`src/frp_pkg.sv`:
```
// Constants for the fault reaction policy block
package frp_pkg;

	// Phase count
	localparam int unsigned NUM_PHASES = 3;

	// Supply-B undervoltage modes
	localparam logic [1:0] VB_MODE_HOLD = 2'h0;
	localparam logic [1:0] VB_MODE_LOW  = 2'h1;
	localparam logic [1:0] VB_MODE_RST  = 2'h1;

	// Logic-supply overvoltage and over-temperature modes
	localparam logic [1:0] TRIP_MODE_RUN    = 2'h0;
	localparam logic [1:0] TRIP_MODE_PD     = 2'h1;
	localparam logic [1:0] TRIP_MODE_PD_CP  = 2'h2;
	localparam logic [1:0] TRIP_MODE_LATCH  = 2'h3;
	localparam logic [1:0] OV_MODE_RST      = 2'h1;
	localparam logic [1:0] OT_MODE_RST      = 2'h2;

	// FET short modes
	localparam logic [2:0] SC_MODE_RUN      = 3'h0;
	localparam logic [2:0] SC_MODE_PH       = 3'h1;
	localparam logic [2:0] SC_MODE_PH_LAT   = 3'h2;
	localparam logic [2:0] SC_MODE_ALL      = 3'h3;
	localparam logic [2:0] SC_MODE_ALL_LAT  = 3'h4;
	localparam logic [2:0] SC_MODE_CP       = 3'h5;
	localparam logic [2:0] SC_MODE_CP_LAT   = 3'h6;
	localparam logic [2:0] SC_MODE_OFF      = 3'h7;
	localparam logic [2:0] SC_MODE_RST      = 3'h2;

	// Clock-frequency monitor modes
	localparam logic [2:0] FRQ_MODE_RUN     = 3'h0;
	localparam logic [2:0] FRQ_MODE_PD      = 3'h1;
	localparam logic [2:0] FRQ_MODE_PD_CP   = 3'h2;
	localparam logic [2:0] FRQ_MODE_LATCH   = 3'h3;
	localparam int unsigned FRQ_OFF_BIT     = 2;
	localparam logic [2:0] FRQ_MODE_RST     = 3'h4;

	// Inhibit reporting setting
	localparam logic       INH_MODE_RST     = 1'b0;

endpackage
```
`src/frp_fault_reaction.sv`:
```
// Fault reaction policy: detection inputs to shutdown, flags and indicator
`timescale 1ns/1ps
`default_nettype none
//
// Summary of operation
// Either battery supply path flags undervoltage
// Battery undervoltage always stops drivers; mode sets indicator
// Logic undervoltage stops drivers, pump, divider; indicator low
// Logic overvoltage reacts per two-bit mode
// Over-temperature reacts per two-bit mode
// FET short reacts per three-bit mode
// Short mode 111 masks FET shorts from flag, shutdown and indicator
// Clock abnormality reacts per mode; 1xx disables
// Inhibit stops phase drivers; setting picks reporting
// SPI error flags and holds indicator low only
// Plain shutdown self-recovers; latched shutdown holds
// Latched indicator stays low after condition clears
// Unlatched flag and indicator follow the condition
// Full shutdown includes relays; phase shutdown local
// Short detection off while drivers are fully shut down by any fault other than a short
// Mode change waits for release and cleared flag
// Host clear after release restores operation
// Runs on the internal logic clock
// Concurrent faults combine their shutdowns
module frp_fault_reaction #(
	parameter int unsigned NPH = frp_pkg::NUM_PHASES
) (
	// Clock and reset
	input  wire logic           mclk,
	input  wire logic           rst,
	// Filtered detections
	input  wire logic           vb_uv_a,
	input  wire logic           vb_uv_b,
	input  wire logic           vcc_uv,
	input  wire logic           vcc_ov,
	input  wire logic           over_temp,
	input  wire logic [NPH-1:0] fet_short,
	input  wire logic           clk_abnormal,
	input  wire logic           spi_error,
	// Phase command pins
	input  wire logic [NPH-1:0] hs_cmd,
	input  wire logic [NPH-1:0] ls_cmd,
	// Mode fields
	input  wire logic [1:0]     vb_mode,
	input  wire logic [1:0]     ov_mode,
	input  wire logic [1:0]     ot_mode,
	input  wire logic [2:0]     sc_mode,
	input  wire logic [2:0]     frq_mode,
	input  wire logic           inh_mode,
	// Flag clear strobes
	input  wire logic           clr_uvb,
	input  wire logic           clr_ovc,
	input  wire logic           clr_tsd,
	input  wire logic [NPH-1:0] clr_sc,
	input  wire logic           clr_frq,
	input  wire logic           clr_inh,
	input  wire logic           clr_spi,
	// Fault flags
	output logic                flag_uvb,
	output logic                flag_ovc,
	output logic                flag_tsd,
	output logic [NPH-1:0]      flag_sc,
	output logic                flag_frq,
	output logic                flag_inh,
	output logic                flag_spi,
	// Controlled circuits
	output logic [NPH-1:0]      phase_en,
	output logic                relay_en,
	output logic                cpump_en,
	output logic                divider_en,
	output logic                short_det_en,
	output logic                fault_indicator_n
);

	typedef struct packed {
		logic [NPH-1:0] hs_s1;
		logic [NPH-1:0] hs_s2;
		logic [NPH-1:0] hs_s3;
		logic [NPH-1:0] ls_s1;
		logic [NPH-1:0] ls_s2;
		logic [NPH-1:0] ls_s3;
		logic [NPH-1:0] hs_f;
		logic [NPH-1:0] ls_f;
		logic [1:0]     vb_m;
		logic [1:0]     ov_m;
		logic [1:0]     ot_m;
		logic [2:0]     sc_m;
		logic [2:0]     frq_m;
		logic           inh_m;
		logic           uvb;
		logic           ovc;
		logic           tsd;
		logic [NPH-1:0] sc;
		logic           frq;
		logic           inh;
		logic           spi;
		logic           sc_en;
		logic [NPH-1:0] ph_en;
		logic           rly_en;
		logic           cp_en;
		logic           div_en;
		logic           ind_n;
	} frp_state_t;

	frp_state_t s_q;
	frp_state_t s_d;

	// Per-bit command pin filter
	logic [NPH-1:0] hs_filt;
	logic [NPH-1:0] ls_filt;

	genvar gi;
	generate
		for (gi = 0; gi < NPH; gi++)
		begin : g_pin
			assign hs_filt[gi] = (s_q.hs_s2[gi] == s_q.hs_s3[gi]) ? s_q.hs_s3[gi] : s_q.hs_f[gi];
			assign ls_filt[gi] = (s_q.ls_s2[gi] == s_q.ls_s3[gi]) ? s_q.ls_s3[gi] : s_q.ls_f[gi];
		end
	endgenerate

	always_comb
	begin
		logic           vb_det;
		logic           ov_det;
		logic           ot_det;
		logic [NPH-1:0] sc_det;
		logic           frq_det;
		logic [NPH-1:0] inh_det;
		logic           ov_lat;
		logic           ot_lat;
		logic           sc_lat;
		logic           frq_lat;
		logic           ov_act;
		logic           ot_act;
		logic [NPH-1:0] sc_act;
		logic           frq_act;
		logic           off_all;
		logic           off_cp;
		logic           off_div;
		logic [NPH-1:0] off_ph;
		logic           ind_low;
		vb_det  = 1'b0;
		ov_det  = 1'b0;
		ot_det  = 1'b0;
		sc_det  = '0;
		frq_det = 1'b0;
		inh_det = '0;
		ov_lat  = 1'b0;
		ot_lat  = 1'b0;
		sc_lat  = 1'b0;
		frq_lat = 1'b0;
		ov_act  = 1'b0;
		ot_act  = 1'b0;
		sc_act  = '0;
		frq_act = 1'b0;
		off_all = 1'b0;
		off_cp  = 1'b0;
		off_div = 1'b0;
		off_ph  = '0;
		ind_low = 1'b0;
		s_d = s_q;

		// Command pin synchronisers
		s_d.hs_s1 = hs_cmd;
		s_d.hs_s2 = s_q.hs_s1;
		s_d.hs_s3 = s_q.hs_s2;
		s_d.ls_s1 = ls_cmd;
		s_d.ls_s2 = s_q.ls_s1;
		s_d.ls_s3 = s_q.ls_s2;
		s_d.hs_f  = hs_filt;
		s_d.ls_f  = ls_filt;

		// Qualified detections
		vb_det  = vb_uv_a | vb_uv_b;
		ov_det  = vcc_ov;
		ot_det  = over_temp;
		sc_det  = (s_q.sc_m == frp_pkg::SC_MODE_OFF) ? '0 : fet_short;
		sc_det  = s_q.sc_en ? sc_det : '0;
		frq_det = clk_abnormal & ~s_q.frq_m[frp_pkg::FRQ_OFF_BIT];
		inh_det = s_q.hs_f & s_q.ls_f;

		// Latched reactions held while the flag stands
		ov_lat  = (s_q.ov_m == frp_pkg::TRIP_MODE_LATCH);
		ot_lat  = (s_q.ot_m == frp_pkg::TRIP_MODE_LATCH);
		sc_lat  = (s_q.sc_m == frp_pkg::SC_MODE_PH_LAT) | (s_q.sc_m == frp_pkg::SC_MODE_ALL_LAT)
			| (s_q.sc_m == frp_pkg::SC_MODE_CP_LAT);
		frq_lat = (s_q.frq_m == frp_pkg::FRQ_MODE_LATCH);
		ov_act  = ov_det | (s_q.ovc & ov_lat);
		ot_act  = ot_det | (s_q.tsd & ot_lat);
		sc_act  = sc_det | (s_q.sc & {NPH{sc_lat}});
		frq_act = frq_det | (s_q.frq & frq_lat);

		// Shutdown union
		if (vb_det)
		begin
			off_all = 1'b1;
		end
		if (vcc_uv)
		begin
			off_all = 1'b1;
			off_cp  = 1'b1;
			off_div = 1'b1;
		end
		if (ov_act && s_q.ov_m != frp_pkg::TRIP_MODE_RUN)
		begin
			off_all = 1'b1;
			off_cp  = off_cp | (s_q.ov_m != frp_pkg::TRIP_MODE_PD);
		end
		if (ot_act && s_q.ot_m != frp_pkg::TRIP_MODE_RUN)
		begin
			off_all = 1'b1;
			off_cp  = off_cp | (s_q.ot_m != frp_pkg::TRIP_MODE_PD);
		end
		if (frq_act && s_q.frq_m != frp_pkg::FRQ_MODE_RUN)
		begin
			off_all = 1'b1;
			off_cp  = off_cp | (s_q.frq_m != frp_pkg::FRQ_MODE_PD);
		end
		s_d.sc_en = ~off_all;
		case (s_q.sc_m)
			frp_pkg::SC_MODE_PH, frp_pkg::SC_MODE_PH_LAT:
			begin
				off_ph = off_ph | sc_act;
			end
			frp_pkg::SC_MODE_ALL, frp_pkg::SC_MODE_ALL_LAT:
			begin
				off_all = off_all | (|sc_act);
			end
			frp_pkg::SC_MODE_CP, frp_pkg::SC_MODE_CP_LAT:
			begin
				off_all = off_all | (|sc_act);
				off_cp  = off_cp | (|sc_act);
			end
			default: off_ph = off_ph;
		endcase
		off_ph = off_ph | inh_det;

		// Fault register writes, set wins over clear
		if (s_q.vb_m == frp_pkg::VB_MODE_HOLD)
		begin
			s_d.uvb = vb_det | (s_q.uvb & ~clr_uvb);
		end
		else
		begin
			s_d.uvb = vb_det;
		end
		s_d.ovc = ov_det | (s_q.ovc & ~clr_ovc);
		s_d.tsd = ot_det | (s_q.tsd & ~clr_tsd);
		s_d.sc  = sc_det | (s_q.sc & ~clr_sc);
		s_d.frq = frq_det | (s_q.frq & ~clr_frq);
		s_d.inh = (s_q.inh_m & |inh_det) | (s_q.inh & ~clr_inh);
		s_d.spi = spi_error | (s_q.spi & ~clr_spi);

		// Mode fields accepted only when idle
		if (!vb_det && !s_q.uvb)
		begin
			s_d.vb_m = vb_mode;
		end
		if (!ov_det && !s_q.ovc)
		begin
			s_d.ov_m = ov_mode;
		end
		if (!ot_det && !s_q.tsd)
		begin
			s_d.ot_m = ot_mode;
		end
		if (!(|fet_short) && !(|s_q.sc))
		begin
			s_d.sc_m = sc_mode;
		end
		if (!clk_abnormal && !s_q.frq)
		begin
			s_d.frq_m = frq_mode;
		end
		if (!(|inh_det) && !s_q.inh)
		begin
			s_d.inh_m = inh_mode;
		end

		// Indicator union
		ind_low = vcc_uv | s_d.ovc | s_d.tsd | (|s_d.sc) | s_d.frq | s_d.inh | s_d.spi;
		if (s_q.vb_m == frp_pkg::VB_MODE_HOLD)
		begin
			ind_low = ind_low | s_d.uvb;
		end
		else if (s_q.vb_m == frp_pkg::VB_MODE_LOW)
		begin
			ind_low = ind_low | vb_det;
		end

		// Registered outputs
		s_d.ph_en  = ~({NPH{off_all}} | off_ph);
		s_d.rly_en = ~off_all;
		s_d.cp_en  = ~off_cp;
		s_d.div_en = ~off_div;
		s_d.ind_n  = ~ind_low;
	end

	// State register on the logic clock
	always_ff @(posedge mclk)
	begin
		if (rst)
		begin
			s_q        <= '0;
			s_q.vb_m   <= frp_pkg::VB_MODE_RST;
			s_q.ov_m   <= frp_pkg::OV_MODE_RST;
			s_q.ot_m   <= frp_pkg::OT_MODE_RST;
			s_q.sc_m   <= frp_pkg::SC_MODE_RST;
			s_q.frq_m  <= frp_pkg::FRQ_MODE_RST;
			s_q.inh_m  <= frp_pkg::INH_MODE_RST;
			s_q.sc_en  <= 1'b1;
			s_q.ph_en  <= '1;
			s_q.rly_en <= 1'b1;
			s_q.cp_en  <= 1'b1;
			s_q.div_en <= 1'b1;
			s_q.ind_n  <= 1'b1;
		end
		else
		begin
			s_q <= s_d;
		end
	end

	assign flag_uvb          = s_q.uvb;
	assign flag_ovc          = s_q.ovc;
	assign flag_tsd          = s_q.tsd;
	assign flag_sc           = s_q.sc;
	assign flag_frq          = s_q.frq;
	assign flag_inh          = s_q.inh;
	assign flag_spi          = s_q.spi;
	assign phase_en          = s_q.ph_en;
	assign relay_en          = s_q.rly_en;
	assign cpump_en          = s_q.cp_en;
	assign divider_en        = s_q.div_en;
	assign short_det_en      = s_q.sc_en;
	assign fault_indicator_n = s_q.ind_n;

endmodule
`default_nettype wire

```
`config.mk`:
```
export PLATFORM = sky130hd
export DESIGN_NAME = frp_fault_reaction
export DESIGN_NICKNAME = d
export VERILOG_FILES = /design/src/frp_pkg.sv /design/src/frp_fault_reaction.sv
export SDC_FILE = /design/constraint.sdc
export NUM_CORES = 1
export LEC_CHECK = 0
export ABC_AREA = 1
export BUFFER_PORTS_ARGS = -buffer_cell sky130_fd_sc_hd__buf_2
export CAP_MARGIN = 0
export CORE_ASPECT_RATIO = 1.4
export CORE_MARGIN = 2
export CORE_UTILIZATION = 51
export DETAILED_ROUTE_END_ITERATION = 8
export PLACE_DENSITY = 0.78
export SLEW_MARGIN = 15
export SYNTH_ARGS = -nofsm -noshare
export SYNTH_HDL_FRONTEND = slang
export SYNTH_SLANG_ARGS = --single-unit
```
`constraint.sdc`:
```
create_clock -name mclk -period 1.55 [get_ports mclk]
set_clock_uncertainty 0.2 [all_clocks]
set_input_delay 0.0775 -clock mclk [delete_from_list [all_inputs] [get_ports mclk]]
set_output_delay 0.0775 -clock mclk [all_outputs]
set_load 0.02 [all_outputs]
```
==> impl_summary.txt, run 1 <==
----------------------------------------------------
[Status]
  Status ... finished, violations left
  Violated checks ... design-rule violations

[Power]
  Cell Pwr Density ... 1021 nW/um2
  Worst ir drop on vdd ... 0.0007552 V
  Overall power after layout ... 3.083 mW
  Leak Pwr ... 1.437 nW

[CTS]
  # Post-CTS Setup Buffers ... 0
  Clk slew on worst S/H paths ... 0.09 ns
  Worst-Skew Late Latency ... 0.30 ns
  Total clock sinks ... 54
  Total CTS buffers ... 5
  TritonCTS clock tree ... yes
  CTS H-tree lvls ... 2
  Root buf cell ... clkbuf_8
  Buffer depth of the longest clock path ... 2

[Setup path]
  Peak fanout along the critical path ... 2
  Crit Reg-Reg Startpoint ... s_q[28]
  Worst-case register-to-register setup slack ... 0.05 ns
  Number of cells on the worst reg-to-reg path ... 4
  Worst endpoint required time ... 1.59 ns
  Arrival time at the worst endpoint ... 1.58 ns
  Critical path type ... input pin to register
  Startpoint type of the worst setup path ... input pin
  Capturing point of the worst reg2reg path ... flag_uvb
  Endpoint type of the worst setup path ... register

[Global routing]
  Remaining global-route overflow ... 0
  Overall fraction of global-route tracks in use ... 22.12%
  Global-route wire length before repair ... 8.010 mm
  Pin count of the biggest net entering global routing ... 33
  Initial antenna violation count ... 0
  Number of global-route vias before repair ... 1940

[Floorplan]
  DIE AREA ... 4768 um2
  Chip Height ... 80.91 um
  Number of placement rows ... 28
  Floorplan core area ... 4134 um2
  Starting utilization of the core area ... 52.12%
  Width of the die ... 58.93 um
  I/O pin count ... 57

[Timing]
  Setup repair after global routing missed its margin ... yes
  Share of the clock period used by the worst path ... 99.45%
  Period minus WS final ... 1.541 ns
  Final setup violation count ... 0
  Actual slew at the worst max-slew pin ... 0.3266 ns
  Slew Limit Headroom ... 78.23%
  Hold violation total from the final report ... 0
  Worst hold slack across all endpoints ... 0.02599 ns
  Achievable clock frequency ... 0.6487 GHz
  Final-report max-slew violation count ... 0

[Hold path]
  Hold Path Depth ... 5
  Worst Hold Path EP ... s_q[27]
  Launch instance of the worst min-delay path ... vcc_ov
  Worst min-delay path class ... input pin to register

[Route]
  Post-Route M1 WL ... 1.997 mm
  DRC ... 5
  Via count ... 2048
  Via-per-instance ratio ... 4.763
  Routed length on met2 ... 2.706 mm
  Wirelength per Cell ... 11.63 um
  ANT nets after route ... 0
  Routed wire length ... 5.002 mm
  Metal3 WL ... 192 um
  Top routing layer used ... met4
  Number of optimization iterations in the first detailed-route pass ... 6
  DRT iter0 DRCs ... 122

[Logic synthesis]
  Total of flip-flops plus latches after synthesis ... 54
  Post-Syn Area ... 2155 um2
  Sequential element share of the synthesized area ... 50.17%
  Number of warnings printed during yosys synthesis ... 0
  Post-synthesis cell count ... 288
  Synth Area per Inst ... 7.481 um2
  Synth cell types ... 27
  Synthesized netlist net count ... 328

[Final layout]
  Area of the multi-input gates ... 832.0 um2
  Nets ... 424
  Number of standard cells in the final layout excluding fillers ... 430
  Most common cell after layout, fill and taps aside ... buf_2
  Share of post-route cells with drive strength above 1 ... 22.60%
  Register area ... 1084 um2
  Commonest cells after routing, fill and taps aside ... buf_2, nor2_1, dfxtp_1
  Number of diodes added for antenna fixing ... 0
  Fillcell total ... 298
  Layout overhead on the synthesized area ... 40.19%
  Final standard cell area without fillers ... 3020 um2

[Job]
  Number of maximum-capacitance violations ... 0

[Placement]
  Global placer's final weighted congestion ... 0.8845
  Cell area reported after detailed placement ... 2436 um2
  HPWL reported at the end of detailed placement ... 3.103 mm
  Number of placed instances with taps included ... 379
  Count of input and output buffers ... 56

----------------------------------------------------
[power breakdown]
part / switching [mW] / internal, mW
logic: 0.234 / 0.212
registers: 0.0450 / 1.46
clock network: 0.443 / 0.688
[layout make-up]
cell class | instances | area share, %
sequential | 54 | 35.87
multi-input combinational | 174 | 27.55
timing repair buffer | 101 | 24.03
inverter | 48 | 5.965
clock buffer | 6 | 2.734
clock inverter | 2 | 1.988
tap | 45 | 1.864
[registers in the layout, summed over array words and instances, names as in the netlist]
name,flops
phase_en,3
flag_spi,1
cpump_en,1
s_d,12
flag_frq,1
flag_inh,1
s_q,25
flag_ovc,1
divider_en,1
short_det_en,1
flag_uvb,1
relay_en,1
flag_sc,3
flag_tsd,1
fault_indicator_n,1
[timing repair]
| action | CTS | global route |
|---|---|---|
| gates resized for setup | 0 | 5 |
| hold buffers | 43 | 0 |
| hold endpoints to repair | 34 | 0 |
| setup endpoints to repair | 0 | 4 |
[Yosys cell counts (all sizes together)]
master,count,share of area [%]
a21oi,22,5.3
a22oi,2,0.70
a31oi,1,0.29
buf,8,2.6
clkbuf,4,0.70
clkinv,2,0.35
dfxtp,54,50
inv,46,8.0
nand2,49,10
nand3,15,4.5
nand3b,1,0.35
nand4,1,0.29
nor2,56,10
nor3,5,1.4
o21a,1,0.35
o21ai,20,4.6
or2,1,0.29
[metal layers]
layer  vias up  GRT usage, %
met1       909         22.42
li1       1072             -
met2        57         43.89
met4         0         7.955
met3        10         3.344
met5         -             0
[worst max path at each step]
stage	cells after the start	from	to
3_3_place_gp	7	s_q[23]	phase_en[1]
6_report	5	clr_uvb	flag_uvb
4_1_cts	4	flag_ovc	s_q[27]
3_5_place_dp	9	s_q[23]	phase_en[1]
5_1_grt	5	clr_uvb	flag_uvb
2_1_floorplan	7	flag_frq	phase_en[2]
[logic make-up (layout without fill, tap and decap cells)]
group           Yosys count  after routing  synth area share, %
buf+inv                  60            157                11.61
simple gates            128            128                26.95
compound gates           46             46                11.27
flops                    54             54                50.17
[worst max-delay path, cell delays in order]
cell	delay, ns
dlygate4sd3_1	0.52
buf_2	0.11
nand3b_1	0.18
a21oi_2	0.13
dlygate4sd3_1	0.56
[metrics by stage]
stage               setup TNS (ns)  util (%)  worst slack [ns]
floorplan                        0         -            0.2186
global placement                 0     58.93            0.1303
detailed placement               0     58.93            0.1328
CTS                              0     72.79           0.03546
global route             -0.005180     73.06         -0.005180
finish                           0     73.06          0.008537
No activity file was read; power rests on OpenSTA's default activity.
==> inputs of run 2 (changes only) <==
--- a/config.mk
+++ b/config.mk
@@ -6,13 +6,13 @@
 export NUM_CORES = 1
 export LEC_CHECK = 0
 export ABC_AREA = 1
-export BUFFER_PORTS_ARGS = -buffer_cell sky130_fd_sc_hd__buf_2
 export CAP_MARGIN = 0
 export CORE_ASPECT_RATIO = 1.4
 export CORE_MARGIN = 2
-export CORE_UTILIZATION = 51
+export CORE_UTILIZATION = 55
 export DETAILED_ROUTE_END_ITERATION = 8
-export PLACE_DENSITY = 0.78
+export DONT_BUFFER_PORTS = 1
+export PLACE_DENSITY = 0.7
 export SLEW_MARGIN = 15
 export SYNTH_ARGS = -nofsm -noshare
 export SYNTH_HDL_FRONTEND = slang
==> impl_summary.txt, run 2 (synthesized netlist as in run 1, its figures left out) <==
----------------------------------------------------
[Status]
  Status ... finished, final reports clean (was finished, violations left)

[Placement]
  Post-Place Worst Slack ... 0.1399 ns (was 0.1328 ns)
  Global placer's final weighted congestion ... 0.7603 (was 0.8845)
  Count of input and output buffers ... 0 (was 56)
  HPWL reported at the end of detailed placement ... 2.908 mm (was 3.103 mm)

[Floorplan]
  I/O pin count ... 57 (unchanged)
  Starting utilization of the core area ... 58.10% (was 52.12%)
  Number of placement rows ... 26 (was 28)
  Width of the die ... 56.90 um (was 58.93 um)
  Chip Height ... 78.06 um (was 80.91 um)
  Floorplan core area ... 3709 um2 (was 4134 um2)
  DIE AREA ... 4441 um2 (was 4768 um2)

[CTS]
  # Post-CTS Setup Buffers ... 0 (unchanged)
  TritonCTS clock tree ... yes (unchanged)
  Buffer depth of the longest clock path ... 2 (unchanged)
  Total CTS buffers ... 5 (unchanged)
  CTS H-tree lvls ... 2 (unchanged)
  Root buf cell ... clkbuf_8 (unchanged)
  Clk slew on worst S/H paths ... 0.09 ns (about the same)
  Total clock sinks ... 54 (unchanged)
  Worst-Skew Late Latency ... 0.30 ns (about the same)

[Power]
  Leak Pwr ... 1.222 nW (was 1.437 nW)
  Worst ir drop on vdd ... 0.0008012 V (was 0.0007552 V)
  Cell Pwr Density ... 979.7 nW/um2 (was 1021 nW/um2)

[Timing]
  Final-report max-slew violation count ... 0 (unchanged)
  Hold violation total from the final report ... 0 (unchanged)
  Final setup violation count ... 0 (unchanged)
  Setup repair after global routing missed its margin ... no (was yes)
  Share of the clock period used by the worst path ... 97.56% (was 99.45%)
  Period minus WS final ... 1.512 ns (was 1.541 ns)
  Actual slew at the worst max-slew pin ... 0.3179 ns (was 0.3266 ns)
  Final TNS setup ... 0 ns (unchanged)
  Slew Limit Headroom ... 78.78% (was 78.23%)
  Achievable clock frequency ... 0.6613 GHz (was 0.6487 GHz)
  Post-layout worst setup margin ... 0.03779 ns (was 0.008537 ns)

[Global routing]
  Pin count of the biggest net entering global routing ... 34 (was 33)
  Number of global-route vias before repair ... 1858 (was 1940)
  Global-route wire length before repair ... 7.769 mm (was 8.010 mm)
  Initial antenna violation count ... 0 (unchanged)
  Overall fraction of global-route tracks in use ... 22.15% (was 22.12%)
  Remaining global-route overflow ... 0 (unchanged)

[Setup path]
  Setup crit end ... flag_spi (was flag_uvb)
  Critical path type ... register to register (was input pin to register)
  Timing startpoint of the critical path ... flag_spi (was clr_uvb)
  Peak fanout along the critical path ... 2 (unchanged)
  Endpoint type of the worst setup path ... register (unchanged)
  Startpoint type of the worst setup path ... register (was input pin)
  Arrival time at the worst endpoint ... 1.51 ns (was 1.58 ns)
  Capturing point of the worst reg2reg path ... flag_spi (was flag_uvb)
  Number of cells on the worst reg-to-reg path ... 3 (was 4)
  Crit Reg-Reg Startpoint ... flag_spi (was s_q[28])
  Worst endpoint required time ... 1.55 ns (was 1.59 ns)
  Worst-case register-to-register setup slack ... 0.04 ns (was 0.05 ns)

[Final layout]
  Number of diodes added for antenna fixing ... 0 (unchanged)
  Commonest cells after routing, fill and taps aside ... dfxtp_1, nor2_1, inv_1 (was buf_2, nor2_1, dfxtp_1)
  Number of flip-flops in the largest register ... 25 (unchanged)
  Reg with most FFs ... s_q (unchanged)
  Layout overhead on the synthesized area ... 27.18% (was 40.19%)
  Share of post-route cells with drive strength above 1 ... 11.08% (was 22.60%)
  Most common cell after layout, fill and taps aside ... dfxtp_1 (was buf_2)
  Nets ... 373 (was 424)

[Route]
  Wirelength per Cell ... 12.29 um (was 11.63 um)
  Via-per-instance ratio ... 4.976 (was 4.763)
  ANT nets after route ... 0 (unchanged)
  DRC ... 0 (was 5)
  DRT iter0 DRCs ... 103 (was 122)
  Number of optimization iterations in the first detailed-route pass ... 4 (was 6)
  Via count ... 1871 (was 2048)
  Routed wire length ... 4.622 mm (was 5.002 mm)

[Hold path]
  Worst min-delay path class ... register to register (was input pin to register)

[Job]
  Number of maximum-capacitance violations ... 0 (unchanged)

----------------------------------------------------
run 2: changes by cell type in the layout (fill, tap and decap cells not counted), sizes merged:
cell	before	now
dlygate4sd3	43	41
clkinvlp	0	1
bufinv	2	0
buf	58	9
clkinv	2	3
run 2: how the worst min path moves through the flow:
stage              start          to  slack, ns  depth (start not counted)
5_1_grt          s_d[48]     s_d[45]       0.22                          2
4_1_cts        ls_cmd[1]     s_d[40]       0.21                          3
3_5_place_dp      vcc_uv  divider_en      -0.05                          1
6_report         s_d[50]     s_d[47]       0.20                          2
2_1_floorplan     vcc_uv  divider_en      -0.05                          1
3_3_place_gp      vcc_uv  divider_en      -0.05                          1
run 2: through the flow:
step           std cells  hold WS (ns)  power [mW]  utilization, %  cell area (um2)
2_1_floorplan        288      -0.05300       1.774               -             2155
3_3_place_gp         326      -0.05216       1.804           59.24             2197
3_5_place_dp         326      -0.04791       1.810           59.24             2197
4_1_cts              376        0.2055       2.708           73.41             2723
5_1_grt              376        0.2183       2.808           73.89             2740
6_report             376        0.2043       2.685           73.89             2740
run 2: what timing repair did:
action	in CTS	in global routing
hold buffers	42	0
gates resized for setup	0	5
endpoints found under the setup margin	0	3
hold endpoints to repair	49	0
run 2: worst max-delay path, stage by stage, from the launching register on:
cell and delay [ns]:
dfxtp_1 0.40, a21oi_2 0.22, nor2_1 0.05, dlygate4sd3_1 0.54
run 2: area by class of cell:
cell class                 instances  area, um2
inverter                          48      180.2
timing repair buffer              50      490.5
clock inverter                     2      12.51
multi-input combinational        174      840.8
clock buffer                       6      82.58
fill                             286      968.4
tap                               42      52.55
sequential                        54       1081
run 2: metal layers:
metal | vias up | wire [um] | track usage (%)
met2 | 56 | 2421 | 40.23
li1 | 977 | - | -
met4 | 0 | 116 | 9.535
met5 | - | 0 | 0
met3 | 12 | 222 | 5.272
met1 | 826 | 1862 | 23.89
run 2: report_power, final:
| group | switching, mW | internal [mW] | total, mW |
|---|---|---|---|
| Clock | 0.431 | 0.359 | 0.791 |
| Sequential | 0.0747 | 1.46 | 1.53 |
| Combinational | 0.188 | 0.171 | 0.359 |
| Total | 0.694 | 1.99 | 2.68 |
==> inputs of run 3 (changes only) <==
--- a/config.mk
+++ b/config.mk
@@ -7,7 +7,6 @@
 export LEC_CHECK = 0
 export ABC_AREA = 1
 export CAP_MARGIN = 0
-export CORE_ASPECT_RATIO = 1.4
 export CORE_MARGIN = 2
 export CORE_UTILIZATION = 55
 export DETAILED_ROUTE_END_ITERATION = 8
==> impl_summary.txt, run 3 (synthesized netlist as in run 1, its figures left out) <==
----------------------------------------------------
[CTS]
  TritonCTS clock tree ... yes (unchanged)
  # Post-CTS Setup Buffers ... 0 (unchanged)
  Buffer depth of the longest clock path ... 2 (unchanged)
  Total clock sinks ... 54 (unchanged)
  Total CTS buffers ... 5 (unchanged)
  CTS H-tree lvls ... 2 (unchanged)
  Worst-Skew Late Latency ... 0.30 ns (about the same)
  Root buf cell ... clkbuf_8 (unchanged)
  Clk slew on worst S/H paths ... 0.10 ns (was 0.09 ns)

[Setup path]
  Crit Reg-Reg Startpoint ... flag_spi (unchanged)
  Capturing point of the worst reg2reg path ... flag_spi (unchanged)
  Endpoint type of the worst setup path ... register (unchanged)
  Stages on the worst setup path ... 3 (unchanged)
  Buf/Inv on CP ... 1 (unchanged)
  Worst-case register-to-register setup slack ... 0.03 ns (was 0.04 ns)
  Peak per-stage delay on the critical path ... 0.55 ns (was 0.54 ns)
  Critical path type ... register to register (unchanged)
  Number of cells on the worst reg-to-reg path ... 3 (unchanged)
  Crit path cell chain ... a21oi_2 -> nor2_1 -> dlygate4sd3_1 (unchanged)
  Arrival time at the worst endpoint ... 1.53 ns (was 1.51 ns)
  Peak fanout along the critical path ... 2 (unchanged)
  Worst-path cell with the longest stage delay ... dlygate4sd3_1 (unchanged)
  Worst endpoint required time ... 1.55 ns (about the same)
  Cell family with the largest share of critical-path delay ... buffers and inverters (unchanged)
  Startpoint type of the worst setup path ... register (unchanged)
  Timing startpoint of the critical path ... flag_spi (unchanged)
  Setup crit end ... flag_spi (unchanged)

[Route]
  DRC ... 0 (unchanged)
  ANT nets after route ... 0 (unchanged)
  Via-per-instance ratio ... 4.977 (was 4.976)
  Wirelength per Cell ... 12.36 um (was 12.29 um)
  Number of optimization iterations in the first detailed-route pass ... 4 (unchanged)
  Via count ... 1916 (was 1871)
  Routed wire length ... 4.760 mm (was 4.622 mm)
  DRT iter0 DRCs ... 131 (was 103)

[Power]
  Overall power after layout ... 2.730 mW (was 2.685 mW)
  Switching fraction of total power ... 26.54% (was 25.86%)
  Internal power ... 2.005 mW (was 1.990 mW)
  Power share of the clock group ... 30.2% (was 29.5%)
  Portion of total power attributed to sequential cells ... 56.3% (was 57.2%)
  Leak Pwr ... 1.250 nW (was 1.222 nW)
  Psw ... 0.7245 mW (was 0.6942 mW)
  Worst ir drop on vdd ... 0.0008031 V (was 0.0008012 V)
  Cell Pwr Density ... 979.2 nW/um2 (was 979.7 nW/um2)
  Combinational fraction of design power ... 13.5% (was 13.4%)

[Timing]
  Final TNS setup ... 0 ns (unchanged)
  Hold violation total from the final report ... 0 (unchanged)
  Worst hold slack across all endpoints ... 0.1055 ns (was 0.2043 ns)
  Final-report max-slew violation count ... 0 (unchanged)
  Share of the clock period used by the worst path ... 98.35% (was 97.56%)
  Slew Limit Headroom ... 79.32% (was 78.78%)
  Period minus WS final ... 1.524 ns (was 1.512 ns)
  Actual slew at the worst max-slew pin ... 0.3098 ns (was 0.3179 ns)
  Achievable clock frequency ... 0.6560 GHz (was 0.6613 GHz)
  Final setup violation count ... 0 (unchanged)

[Placement]
  Count of input and output buffers ... 0 (unchanged)
  Global placer's final weighted congestion ... 0.8525 (was 0.7603)
  HPWL reported at the end of detailed placement ... 2.913 mm (was 2.908 mm)

[Hold path]
  Worst min-delay path class ... input pin to register (was register to register)

[Global routing]
  Remaining global-route overflow ... 0 (unchanged)
  Initial antenna violation count ... 0 (unchanged)
  Number of global-route vias before repair ... 1824 (was 1858)
  Pin count of the biggest net entering global routing ... 34 (unchanged)
  Overall fraction of global-route tracks in use ... 22.85% (was 22.15%)
  Global-route wire length before repair ... 7.665 mm (was 7.769 mm)

[Floorplan]
  Floorplan core area ... 3716 um2 (was 3709 um2)
  DIE AREA ... 4434 um2 (was 4441 um2)
  I/O pin count ... 57 (unchanged)
  Chip Height ... 66.59 um (was 78.06 um)
  Width of the die ... 66.59 um (was 56.90 um)
  Starting utilization of the core area ... 57.98% (was 58.10%)
  Number of placement rows ... 22 (was 26)

[Final layout]
  Share of post-route cells with drive strength above 1 ... 12.17% (was 11.08%)
  Commonest cells after routing, fill and taps aside ... nor2_1, dfxtp_1, inv_1 (was dfxtp_1, nor2_1, inv_1)
  Reg with most FFs ... s_q (unchanged)
  Number of flip-flops in the largest register ... 25 (unchanged)
  Fillcell total ... 282 (was 286)
  Number of diodes added for antenna fixing ... 0 (unchanged)
  Layout overhead on the synthesized area ... 29.38% (was 27.18%)
  Nets ... 376 (was 373)

[Status]
  Status ... finished, final reports clean (unchanged)

[Job]
  Number of maximum-capacitance violations ... 0 (unchanged)

----------------------------------------------------
-- run 3: worst min-delay path by stage --
stage                        from  cells past startpoint          to  slack, ns
after floorplan            vcc_uv                      1  divider_en      -0.05
after global placement     vcc_uv                      1  divider_en      -0.05
after detailed placement      rst                      1    flag_uvb      -0.05
after CTS                 s_d[50]                      2     s_d[47]       0.21
after global routing       vcc_ov                      3     s_q[26]       0.12
final                      vcc_ov                      3     s_q[26]       0.11
-- run 3: through the flow --
stage	cells	cell area (um2)	utilization, %	setup WS, ns
after floorplan	288	2155	-	0.2186
after global placement	333	2212	59.53	0.06819
after detailed placement	333	2212	59.53	0.09189
after global routing	385	2788	75.02	-0.02444
after CTS	385	2761	74.31	0.02643
final	385	2788	75.02	0.02559
-- run 3: cell type report --
| type | count | area, um2 | share of cell area [%] |
|---|---|---|---|
| clock inverter | 2 | 16.27 | 0.5835 |
| multi-input combinational | 174 | 844.6 | 30.30 |
| timing repair buffer | 53 | 520.5 | 18.67 |
| tap | 48 | 60.06 | 2.154 |
| inverter | 48 | 180.2 | 6.463 |
| clock buffer | 6 | 82.58 | 2.962 |
| sequential | 54 | 1084 | 38.87 |
-- run 3: timing repair --
item,CTS,global route
setup endpoints to repair,0,8
resized for setup,0,9
endpoints found under the hold margin,51,0
hold buffers,44,0
-- run 3: worst min-delay path: stages --
cell,delay [ns]
dlymetal6s4s_1,0.27
o21ai_0,0.15
nand3_1,0.08
-- run 3: power groups by stage --
stage,registers (mW),clock network [mW],logic (mW)
floorplan,1.55,0,0.225
global placement,1.56,0,0.242
detailed placement,1.56,0,0.246
CTS,1.53,0.846,0.355
global route,1.55,0.907,0.409
finish,1.54,0.826,0.367
-- run 3: metal layers --
layer | track usage, % | vias to the layer above | part of all wire (%)
met5 | 0 | - | 0
met4 | 9.949 | 0 | 1.8
met3 | 6.926 | 11 | 7.0
met2 | 39.25 | 77 | 50
met1 | 26.06 | 851 | 41
li1 | - | 977 | -
